## src/pdb_params.svh

```systemverilog
// Constants of the PWM post-processing block: offsets, bit positions, widths.
// Assumes inclusion by the package and the top module only.
`ifndef PDB_PARAMS_SVH
`define PDB_PARAMS_SVH

// ----------------------------------------
// Sizes
// ----------------------------------------
`define PDB_NUM_GEN 3
`define PDB_NUM_PIN 6
`define PDB_CNT_W 16
`define PDB_DB_W 12
`define PDB_ADDR_W 8
`define PDB_NUM_ITEM 3

// ----------------------------------------
// Module register byte offsets
// ----------------------------------------
`define PDB_OFS_CTL 8'h00
`define PDB_OFS_SYNC 8'h04
`define PDB_OFS_PIN_EN 8'h08
`define PDB_OFS_PIN_INV 8'h0C
`define PDB_OFS_FLT_EN 8'h10
`define PDB_OFS_INTEN 8'h14
`define PDB_OFS_RIS 8'h18
`define PDB_OFS_ISC 8'h1C
`define PDB_OFS_STATUS 8'h20

// ----------------------------------------
// Generator register offsets, within a 0x40 block
// ----------------------------------------
`define PDB_GOFS_CTL 6'h00
`define PDB_GOFS_INTEN 6'h04
`define PDB_GOFS_RIS 6'h08
`define PDB_GOFS_ISC 6'h0C
`define PDB_GOFS_LOAD 6'h10
`define PDB_GOFS_COUNT 6'h14
`define PDB_GOFS_CMPA 6'h18
`define PDB_GOFS_CMPB 6'h1C
`define PDB_GOFS_DBCTL 6'h28
`define PDB_GOFS_DBRISE 6'h2C
`define PDB_GOFS_DBFALL 6'h30

// ----------------------------------------
// Field positions
// ----------------------------------------
`define PDB_GC_EN 0
`define PDB_GC_UPDOWN 1
`define PDB_GC_DBGRUN 2
`define PDB_GC_LD_SYNC 3
`define PDB_GEN_CTL_W 6
`define PDB_EVT_W 6
`define PDB_TRG_LSB 8
`define PDB_FLT_BIT 16
`define PDB_EVT_ALL 6'h3F
`define PDB_EVT_DOWN 6'h2B
`define PDB_RST_WORD 32'h0000_0000

`endif

```

## src/pdb_pkg.sv

```systemverilog
// Types shared by the PWM post-processing block.
// Assumes pdb_params.svh is on the include path.
`include "pdb_params.svh"

package pdb_pkg;

  typedef logic [`PDB_CNT_W-1:0] pdb_cnt_t;
  typedef logic [`PDB_DB_W-1:0] pdb_db_t;

  // Bit 0 is zero, bit 5 is match B down
  typedef struct packed {
    logic b_dn;
    logic b_up;
    logic a_dn;
    logic a_up;
    logic load;
    logic zero;
  } pdb_evt_s;

  typedef struct packed {
    logic [`PDB_GEN_CTL_W-1:0] ctl;
    logic [`PDB_EVT_W-1:0] inten;
    logic [`PDB_EVT_W-1:0] trgen;
    logic [`PDB_EVT_W-1:0] ris;
    pdb_cnt_t [`PDB_NUM_ITEM-1:0] act;
    pdb_cnt_t [`PDB_NUM_ITEM-1:0] pend_val;
    logic [`PDB_NUM_ITEM-1:0] pend;
    logic arm;
    logic db_en;
    pdb_db_t rise;
    pdb_db_t fall;
    pdb_db_t cnt_a;
    pdb_db_t cnt_b;
    logic out_a;
    logic out_b;
    logic halt;
  } pdb_gen_s;

  typedef struct packed {
    pdb_gen_s [`PDB_NUM_GEN-1:0] gen;
    logic [`PDB_NUM_PIN-1:0] pin_en;
    logic [`PDB_NUM_PIN-1:0] pin_inv;
    logic [`PDB_NUM_PIN-1:0] flt_en;
    logic [`PDB_NUM_GEN-1:0] gen_inten;
    logic flt_inten;
    logic flt_ris;
    logic [2:0] flt_sync;
    logic flt_lvl;
    logic [31:0] rdata;
    logic [`PDB_NUM_GEN-1:0] cnt_rst;
    logic [`PDB_NUM_GEN-1:0] trig;
    logic [`PDB_NUM_PIN-1:0] pins;
    logic irq;
  } pdb_state_s;

endpackage : pdb_pkg

```

## src/pdb_pwm_ctrl.sv

```systemverilog
// PWM post-processing: dead band, event selection, updates, fault, stall, pin stage.
// Assumes counters, comparators and edge actions live outside and feed raw signals and events.
//
// The implementer's own choices: the register addresses and strobed register access.
`timescale 1ns/10ps
`include "pdb_params.svh"

// What this block does
// - Dead band off: both raw signals pass unchanged.
// - Dead band on: second raw signal ignored, pair built from first.
// - First output follows input, rising edge delayed by rise count.
// - Second output is inverted input, rising edge delayed by fall count.
// - Pair active high, never both high, both low only in delays.
// - Any chosen set of counter events raises the interrupt.
// - Separate event selection emits ADC trigger pulses.
// - Interrupt and trigger use raw events, not dead-band edges.
// - Sync register resets any chosen counters on one edge.
// - Immediate mode: new value applied at next counter zero, or next clock while the generator is disabled.
// - Sync mode: value held until global update, then applied at zero, or next clock while the generator is disabled.
// - Load and each comparator pick their update mode separately.
// - Sync update works without counter synchronisation.
// - Fault forces each fault-enabled output inactive.
// - Fault onset can raise the interrupt.
// - Stall: halt at zero, or keep running, per generator.
// - Stall never raises the interrupt.
// - One enable register gates all six pins.
// - Per-pin inversion, active high by default.
// - Software writes control zero, programs, then enables.
// - Counter runs once enable set; pins after enable bits written.
module pdb_pwm_ctrl (
  input wire logic i_ref_clk,
  input wire logic i_arst_n,
  input wire logic [`PDB_ADDR_W-1:0] i_addr,
  input wire logic [31:0] i_wdata,
  input wire logic i_wr,
  input wire logic i_rd,
  output logic [31:0] o_rdata,
  input wire logic [`PDB_NUM_GEN-1:0] i_raw_a,
  input wire logic [`PDB_NUM_GEN-1:0] i_raw_b,
  input wire pdb_pkg::pdb_evt_s [`PDB_NUM_GEN-1:0] i_evt,
  input wire pdb_pkg::pdb_cnt_t [`PDB_NUM_GEN-1:0] i_count,
  input wire logic i_fault,
  input wire logic i_dbg_stall,
  output logic [`PDB_NUM_PIN-1:0] o_pwm,
  output logic [`PDB_NUM_GEN-1:0] o_adc_trig,
  output logic o_irq,
  output logic [`PDB_NUM_GEN-1:0] o_cnt_reset,
  output logic [`PDB_NUM_GEN-1:0] o_cnt_run,
  output logic [`PDB_NUM_GEN-1:0] o_cnt_updown,
  output pdb_pkg::pdb_cnt_t [`PDB_NUM_GEN-1:0] o_load,
  output pdb_pkg::pdb_cnt_t [`PDB_NUM_GEN-1:0] o_cmpa,
  output pdb_pkg::pdb_cnt_t [`PDB_NUM_GEN-1:0] o_cmpb
);

  // ----------------------------------------
  // Decode helpers
  // ----------------------------------------
  function automatic logic gen_hit(input logic [`PDB_ADDR_W-1:0] a, input int g);
    return a[7:6] == 2'(g + 1);
  endfunction : gen_hit

  // Item 0 load, 1 comparator A, 2 comparator B
  function automatic logic [5:0] item_ofs(input int k);
    logic [5:0] r;
    r = `PDB_GOFS_CMPB;
    if (k == 0) r = `PDB_GOFS_LOAD;
    else if (k == 1) r = `PDB_GOFS_CMPA;
    return r;
  endfunction : item_ofs

  // Count-down mode has no up-count comparator events
  function automatic logic [`PDB_EVT_W-1:0] evt_mask(input pdb_pkg::pdb_evt_s e, input logic updown);
    return e & (updown ? `PDB_EVT_ALL : `PDB_EVT_DOWN);
  endfunction : evt_mask

  pdb_pkg::pdb_state_s s_ff;
  pdb_pkg::pdb_state_s nxt_state;

  // ----------------------------------------
  // Next state
  // ----------------------------------------
  always_comb begin
    nxt_state = s_ff;
    nxt_state.rdata = `PDB_RST_WORD;
    nxt_state.cnt_rst = '0;
    nxt_state.trig = '0;
    // Three-flop sync; level moves only when the last two agree
    nxt_state.flt_sync = {s_ff.flt_sync[1:0], i_fault};
    if (s_ff.flt_sync[1] == s_ff.flt_sync[2]) begin
      nxt_state.flt_lvl = s_ff.flt_sync[2];
    end

    if (i_wr && i_addr[7:6] == 2'h0) begin
      case (i_addr)
        `PDB_OFS_SYNC: nxt_state.cnt_rst = i_wdata[`PDB_NUM_GEN-1:0];
        `PDB_OFS_PIN_EN: nxt_state.pin_en = i_wdata[`PDB_NUM_PIN-1:0];
        `PDB_OFS_PIN_INV: nxt_state.pin_inv = i_wdata[`PDB_NUM_PIN-1:0];
        `PDB_OFS_FLT_EN: nxt_state.flt_en = i_wdata[`PDB_NUM_PIN-1:0];
        `PDB_OFS_INTEN: begin
          nxt_state.gen_inten = i_wdata[`PDB_NUM_GEN-1:0];
          nxt_state.flt_inten = i_wdata[`PDB_FLT_BIT];
        end
        `PDB_OFS_ISC: begin
          if (i_wdata[`PDB_FLT_BIT]) begin
            nxt_state.flt_ris = 1'b0;
          end
        end
        default: ;
      endcase
    end
    // Onset after the clear so a coinciding fault is kept
    if (nxt_state.flt_lvl && !s_ff.flt_lvl) begin
      nxt_state.flt_ris = 1'b1;
    end
    nxt_state.irq = nxt_state.flt_ris && nxt_state.flt_inten;

    for (int g = 0; g < `PDB_NUM_GEN; g++) begin
      // Parameter updates first so a same-cycle write stays pending
      for (int k = 0; k < `PDB_NUM_ITEM; k++) begin
        if (s_ff.gen[g].pend[k] && (!s_ff.gen[g].ctl[`PDB_GC_EN] || (i_evt[g].zero &&
            (!s_ff.gen[g].ctl[`PDB_GC_LD_SYNC + k] || s_ff.gen[g].arm)))) begin
          nxt_state.gen[g].act[k] = s_ff.gen[g].pend_val[k];
          nxt_state.gen[g].pend[k] = 1'b0;
        end
      end
      // Each generator consumes its own arm at its own zero
      if (i_evt[g].zero && s_ff.gen[g].ctl[`PDB_GC_EN]) begin
        nxt_state.gen[g].arm = 1'b0;
      end
      if (i_wr && i_addr == `PDB_OFS_CTL && i_wdata[g]) begin
        nxt_state.gen[g].arm = 1'b1;
      end

      if (i_wr && gen_hit(i_addr, g)) begin
        case (i_addr[5:0])
          `PDB_GOFS_CTL: nxt_state.gen[g].ctl = i_wdata[`PDB_GEN_CTL_W-1:0];
          `PDB_GOFS_INTEN: begin
            nxt_state.gen[g].inten = i_wdata[`PDB_EVT_W-1:0];
            nxt_state.gen[g].trgen = i_wdata[`PDB_TRG_LSB+`PDB_EVT_W-1:`PDB_TRG_LSB];
          end
          `PDB_GOFS_ISC: nxt_state.gen[g].ris = s_ff.gen[g].ris & ~i_wdata[`PDB_EVT_W-1:0];
          `PDB_GOFS_DBCTL: nxt_state.gen[g].db_en = i_wdata[0];
          `PDB_GOFS_DBRISE: nxt_state.gen[g].rise = i_wdata[`PDB_DB_W-1:0];
          `PDB_GOFS_DBFALL: nxt_state.gen[g].fall = i_wdata[`PDB_DB_W-1:0];
          default: ;
        endcase
        for (int k = 0; k < `PDB_NUM_ITEM; k++) begin
          if (i_addr[5:0] == item_ofs(k)) begin
            nxt_state.gen[g].pend_val[k] = i_wdata[`PDB_CNT_W-1:0];
            nxt_state.gen[g].pend[k] = 1'b1;
          end
        end
      end

      // Raw events, after any clear, so the set wins
      nxt_state.gen[g].ris = nxt_state.gen[g].ris | evt_mask(i_evt[g], s_ff.gen[g].ctl[`PDB_GC_UPDOWN]);
      nxt_state.trig[g] = |(evt_mask(i_evt[g], s_ff.gen[g].ctl[`PDB_GC_UPDOWN]) & s_ff.gen[g].trgen);
      // Stall is not an interrupt source
      nxt_state.irq = nxt_state.irq || (nxt_state.gen_inten[g] &&
                      |(nxt_state.gen[g].ris & nxt_state.gen[g].inten));

      // Dead band, one cycle of pipeline on every path
      if (s_ff.gen[g].db_en) begin
        nxt_state.gen[g].cnt_a = '0;
        nxt_state.gen[g].cnt_b = '0;
        if (i_raw_a[g] && s_ff.gen[g].cnt_a < s_ff.gen[g].rise) begin
          nxt_state.gen[g].cnt_a = s_ff.gen[g].cnt_a + 1'b1;
        end else if (i_raw_a[g]) begin
          nxt_state.gen[g].cnt_a = s_ff.gen[g].cnt_a;
        end
        if (!i_raw_a[g] && s_ff.gen[g].cnt_b < s_ff.gen[g].fall) begin
          nxt_state.gen[g].cnt_b = s_ff.gen[g].cnt_b + 1'b1;
        end else if (!i_raw_a[g]) begin
          nxt_state.gen[g].cnt_b = s_ff.gen[g].cnt_b;
        end
        nxt_state.gen[g].out_a = i_raw_a[g] && s_ff.gen[g].cnt_a >= s_ff.gen[g].rise;
        nxt_state.gen[g].out_b = !i_raw_a[g] && s_ff.gen[g].cnt_b >= s_ff.gen[g].fall;
      end else begin
        nxt_state.gen[g].cnt_a = '0;
        nxt_state.gen[g].cnt_b = '0;
        nxt_state.gen[g].out_a = i_raw_a[g];
        nxt_state.gen[g].out_b = i_raw_b[g];
      end

      // Halt is remembered once the counter reached zero under stall
      nxt_state.gen[g].halt = i_dbg_stall && !s_ff.gen[g].ctl[`PDB_GC_DBGRUN] &&
                              (s_ff.gen[g].halt || i_evt[g].zero);

      if (i_rd && gen_hit(i_addr, g)) begin
        case (i_addr[5:0])
          `PDB_GOFS_CTL: nxt_state.rdata[`PDB_GEN_CTL_W-1:0] = s_ff.gen[g].ctl;
          `PDB_GOFS_INTEN: begin
            nxt_state.rdata[`PDB_EVT_W-1:0] = s_ff.gen[g].inten;
            nxt_state.rdata[`PDB_TRG_LSB+`PDB_EVT_W-1:`PDB_TRG_LSB] = s_ff.gen[g].trgen;
          end
          `PDB_GOFS_RIS: nxt_state.rdata[`PDB_EVT_W-1:0] = s_ff.gen[g].ris;
          `PDB_GOFS_ISC: nxt_state.rdata[`PDB_EVT_W-1:0] = s_ff.gen[g].ris & s_ff.gen[g].inten;
          `PDB_GOFS_LOAD: nxt_state.rdata[`PDB_CNT_W-1:0] = s_ff.gen[g].pend_val[0];
          `PDB_GOFS_COUNT: nxt_state.rdata[`PDB_CNT_W-1:0] = i_count[g];
          `PDB_GOFS_CMPA: nxt_state.rdata[`PDB_CNT_W-1:0] = s_ff.gen[g].pend_val[1];
          `PDB_GOFS_CMPB: nxt_state.rdata[`PDB_CNT_W-1:0] = s_ff.gen[g].pend_val[2];
          `PDB_GOFS_DBCTL: nxt_state.rdata[0] = s_ff.gen[g].db_en;
          `PDB_GOFS_DBRISE: nxt_state.rdata[`PDB_DB_W-1:0] = s_ff.gen[g].rise;
          `PDB_GOFS_DBFALL: nxt_state.rdata[`PDB_DB_W-1:0] = s_ff.gen[g].fall;
          default: ;
        endcase
      end
    end

    // Pin stage: fault forces the inactive level, then inversion, then enable
    for (int p = 0; p < `PDB_NUM_PIN; p++) begin
      nxt_state.pins[p] = s_ff.pin_en[p] &&
        (((p % 2 == 0) ? s_ff.gen[p/2].out_a : s_ff.gen[p/2].out_b) &&
        !(s_ff.flt_lvl && s_ff.flt_en[p])) != s_ff.pin_inv[p];
    end

    if (i_rd && i_addr[7:6] == 2'h0) begin
      case (i_addr)
        `PDB_OFS_CTL: begin
          for (int g = 0; g < `PDB_NUM_GEN; g++) begin
            nxt_state.rdata[g] = s_ff.gen[g].arm;
          end
        end
        `PDB_OFS_PIN_EN: nxt_state.rdata[`PDB_NUM_PIN-1:0] = s_ff.pin_en;
        `PDB_OFS_PIN_INV: nxt_state.rdata[`PDB_NUM_PIN-1:0] = s_ff.pin_inv;
        `PDB_OFS_FLT_EN: nxt_state.rdata[`PDB_NUM_PIN-1:0] = s_ff.flt_en;
        `PDB_OFS_INTEN: begin
          nxt_state.rdata[`PDB_NUM_GEN-1:0] = s_ff.gen_inten;
          nxt_state.rdata[`PDB_FLT_BIT] = s_ff.flt_inten;
        end
        `PDB_OFS_RIS: begin
          for (int g = 0; g < `PDB_NUM_GEN; g++) begin
            nxt_state.rdata[g] = |(s_ff.gen[g].ris & s_ff.gen[g].inten);
          end
          nxt_state.rdata[`PDB_FLT_BIT] = s_ff.flt_ris;
        end
        `PDB_OFS_ISC: begin
          for (int g = 0; g < `PDB_NUM_GEN; g++) begin
            nxt_state.rdata[g] = s_ff.gen_inten[g] && |(s_ff.gen[g].ris & s_ff.gen[g].inten);
          end
          nxt_state.rdata[`PDB_FLT_BIT] = s_ff.flt_ris && s_ff.flt_inten;
        end
        `PDB_OFS_STATUS: nxt_state.rdata[0] = s_ff.flt_lvl;
        default: ;
      endcase
    end
  end

  // ----------------------------------------
  // State register
  // ----------------------------------------
  always_ff @(posedge i_ref_clk or negedge i_arst_n) begin
    if (!i_arst_n) begin
      s_ff <= '0;
    end else begin
      s_ff <= nxt_state;
    end
  end

  // ----------------------------------------
  // Outputs
  // ----------------------------------------
  assign o_rdata = s_ff.rdata;
  assign o_pwm = s_ff.pins;
  assign o_adc_trig = s_ff.trig;
  assign o_irq = s_ff.irq;
  assign o_cnt_reset = s_ff.cnt_rst;

  for (genvar g = 0; g < `PDB_NUM_GEN; g++) begin : g_out
    // Combinational stop so the counter freezes on the zero it just hit
    assign o_cnt_run[g] = s_ff.gen[g].ctl[`PDB_GC_EN] && !(i_dbg_stall &&
      !s_ff.gen[g].ctl[`PDB_GC_DBGRUN] && (s_ff.gen[g].halt || i_evt[g].zero));
    assign o_cnt_updown[g] = s_ff.gen[g].ctl[`PDB_GC_UPDOWN];
    assign o_load[g] = s_ff.gen[g].act[0];
    assign o_cmpa[g] = s_ff.gen[g].act[1];
    assign o_cmpb[g] = s_ff.gen[g].act[2];
  end
endmodule : pdb_pwm_ctrl

```

## config.mk

```make
export PLATFORM = sky130hd
export DESIGN_NAME = pdb_pwm_ctrl
export DESIGN_NICKNAME = d
export VERILOG_FILES = /design/src/pdb_pkg.sv /design/src/pdb_pwm_ctrl.sv
export VERILOG_INCLUDE_DIRS = /design/src
export SDC_FILE = /design/constraint.sdc
export NUM_CORES = 1
export LEC_CHECK = 0
export ABC_CLOCK_PERIOD_IN_PS = 3300
export BUFFER_PORTS_ARGS = -buffer_cell sky130_fd_sc_hd__buf_2
export CORE_ASPECT_RATIO = 0.6
export CORE_MARGIN = 2
export CORE_UTILIZATION = 50
export DETAILED_ROUTE_END_ITERATION = 10
export PLACE_DENSITY = 0.7
export SYNTH_ARGS = -nofsm -noshare
export SYNTH_HDL_FRONTEND = slang
export SYNTH_SLANG_ARGS = --single-unit
```

## constraint.sdc

```tcl
create_clock -name i_ref_clk -period 3.3 [get_ports i_ref_clk]
set_input_delay 0.66 -clock i_ref_clk [delete_from_list [all_inputs] [get_ports i_ref_clk]]
set_output_delay 0.66 -clock i_ref_clk [all_outputs]
set_load 0.005 [all_outputs]
```

==> impl_metrics.py <==
metrics = {
    "global_routing": {
        "grt.total_usage": 0.306,
        "antenna_found_initial": 5,
        "grt_max_degree": 89,
        "grt_overflow": 0,
        "grt_pass1_wl_microns": 137000,
        "grt_pass1_vias": 21400,
    },
    "setup_path": {
        "worst-setup-path-type": "reg2reg",
        "critPathCaptureType": "flop",
        "cpPeakStageDelay_ps": 660,
        "crit_path_start_kind": "flop",
        "ff2ff_path_depth": 8,
        "cp.arrival_ps": 3440,
        "crit_path_max_fanout": 16,
        "crit_top_cell": "o21a_1",
        "cp_cell_sequence": "ha_1 > nor2b_1 > o21a_1 > o21a_1 > o21ai_0 > nand4_1 > or4_1 > a21oi_1",
        "required_ps": 3810,
        "crit_path_top_delay_cell": "or4_1",
    },
    "power_and_ir_drop": {
        "power_density_mw_per_mm2": 475,
        "ir_worst_vdd_uv": 389,
        "p_leak_nw": 16.1,
        "power_mw": 15.3,
    },
    "synthesis": {
        "synth_ff_type": "dfrtp_1",
        "synthCells": 2560,
        "ys.warnings.count": 0,
        "synthDistinctLibCells": 66,
        "async_reset_ff_frac": 1.00,
        "syn_area_per_cell_sq_um": 11.2,
        "synth_edf_count": 0,
        "ys_seq_elements": 585,
        "synth_area_sq_mm": 0.0287,
        "ys_seq_area_frac": 0.509,
    },
    "die": {
        "ioPinCount": 313,
        "fp.dieH_microns": 190,
        "start_util": 0.503,
        "rows": 68,
        "fp.dieArea_sq_mm": 0.0595,
        "core_sq_mm": 0.0572,
        "die_w_microns": 313,
    },
    "outcome": {
        "status": "finished clean",
    },
    "clock_network": {
        "cts_tree": "built",
        "h-tree-depth": 2,
        "cts_buffers": 53,
        "cts-root-buf": "clkbuf_16",
        "clk_latency_ps": 600,
        "post_cts_buffers": 0,
        "ctsHoldBuffers": 0,
        "ctsLongestPathBuffers": 3,
        "clock-sinks": 585,
        "ctsResizeCount": 0,
        "clkTransAtPathRegs_ps": 60,
    },
    "detailed_routing": {
        "wl_per_cell_microns": 26.2,
        "routed_via_density": 6.17,
        "drtIter0Drc": 2544,
        "drtAntennaViolNets": 0,
        "drc": 0,
        "routed_wl_microns": 91900,
        "drt_first_pass_iters": 7,
        "dr_total_vias": 21700,
    },
    "placement": {
        "postPlaceCellArea_sq_mm": 0.0303,
        "numPortBuffers": 282,
        "hpwl_microns": 67800,
        "place_congestion": 0.998,
    },
    "cells_and_area": {
        "syn_to_final_growth_pct": 11.8,
        "drive_gt1_frac": 0.321,
        "final_util": 0.562,
        "final_common_cell": "dfrtp_1",
        "final_cell_mix": "dfrtp_1, mux2_2, buf_2",
        "fin_nets": 2898,
        "design_area_sq_mm": 0.0321,
    },
    "timing": {
        "final-setup-viol-count": 0,
        "slew_violations": 0,
        "hold_viol": 0,
        "worst_pin_slew_ps": 1030,
        "period_share": 0.888,
        "rsz0062_at_grt": "false",
        "max-slew-margin-rel": 0.313,
        "finClkSkew_ps": 15.1,
        "tns_ps": 0,
        "min_period_ps": 2930,
        "clock.fmax_ghz": 0.341,
    },
    "hold_path": {
        "min_path_type": "in2async",
    },
    "run": {
        "cap_violations": 0,
    },
}
-- logic make-up after synthesis --
kind of cell    Yosys count  share of synthesized area
fa+ha+maj                78                     0.0340
compound gates          523                      0.125
other cells               1                   0.000130
flops                   585                      0.509
xor+xnor                 32                    0.00975
simple gates            529                     0.0897
mux                     382                      0.149
buf+inv                 430                     0.0829
-- critical path: cells and delay by family (launching register included) --
family                     cells  cell delay, ps
and+or+nand+nor                3            1320
AOI/OAI and AO/OA              4             790
DFF                            1             420
adders and majority gates      1             310
-- power by group --
group	switching (mW)	total (mW)	internal, mW
Sequential	0.288	7.72	7.43
Combinational	0.693	1.07	0.381
Clock	2.81	6.48	3.67
Total	3.79	15.3	11.5
-- state kept, by name (all words and copies together) (netlist names), 6 cells and up --
| signal | flops |
|---|---|
| o_load | 48 |
| s_ff | 406 |
| o_cmpb | 48 |
| o_cmpa | 48 |
| o_rdata | 17 |
| o_pwm | 6 |
-- synthesized netlist by cell type (38+ instances only) --
master | number | area [sq um]
nand3_1 | 53 | 265
mux2_2 | 371 | 4180
ha_1 | 78 | 976
buf_4 | 194 | 1460
a21oi_1 | 71 | 355
a22o_1 | 39 | 342
inv_1 | 97 | 364
nand4_1 | 50 | 313
o21ai_0 | 124 | 621
dfrtp_1 | 585 | 14600
nand2_1 | 215 | 807
clkbuf_1 | 102 | 383
a22oi_1 | 107 | 803
nor2_1 | 69 | 259
or3_1 | 38 | 238
-- routing by layer --
layer / track usage / vias up / wire [microns]
met4: 0.0981 / 0 / 3260
met3: 0.0770 / 195 / 9150
met5: 0 / - / 0
met2: 0.462 / 1073 / 40600
met1: 0.436 / 11100 / 38900
li1: - / 9318 / -
-- final timing paths --
kind,slack [ps],startpoint,to
min in group i_ref_clk,180,i_fault,nxt_state[47]
max in group asynchronous,2220,i_arst_n,s_ff[346]
hold reg to reg,360,nxt_state[47],nxt_state[48]
hold / removal,30,i_arst_n,s_ff[482]
setup reg to reg,370,s_ff[264],s_ff[273]
setup / recovery,370,s_ff[264],s_ff[273]
-- final cells by class --
| class | count | area (sq um) |
|---|---|---|
| Sequential cell | 585 | 14600 |
| Timing Repair Buffer | 405 | 2540 |
| Tap cell | 770 | 963 |
| Multi-Input combinational cell | 1559 | 11800 |
| Fill cell | 4811 | 25100 |
| Inverter | 98 | 368 |
| Clock inverter | 24 | 294 |
| Clock buffer | 72 | 1510 |
| Antenna cell | 1 | 2.50 |
-- per-stage QoR --
step | hold WS [ps] | std cells | setup WS (ps)
global route | 65.7 | 3513 | 114
CTS | 65.7 | 3513 | 403
global placement | 343 | 3417 | 119
finish | 30.8 | 3514 | 370
detailed placement | 345 | 3417 | 55.7
floorplan | 331 | 2574 | 518
Note: power is estimated with default switching activity, not from simulation.
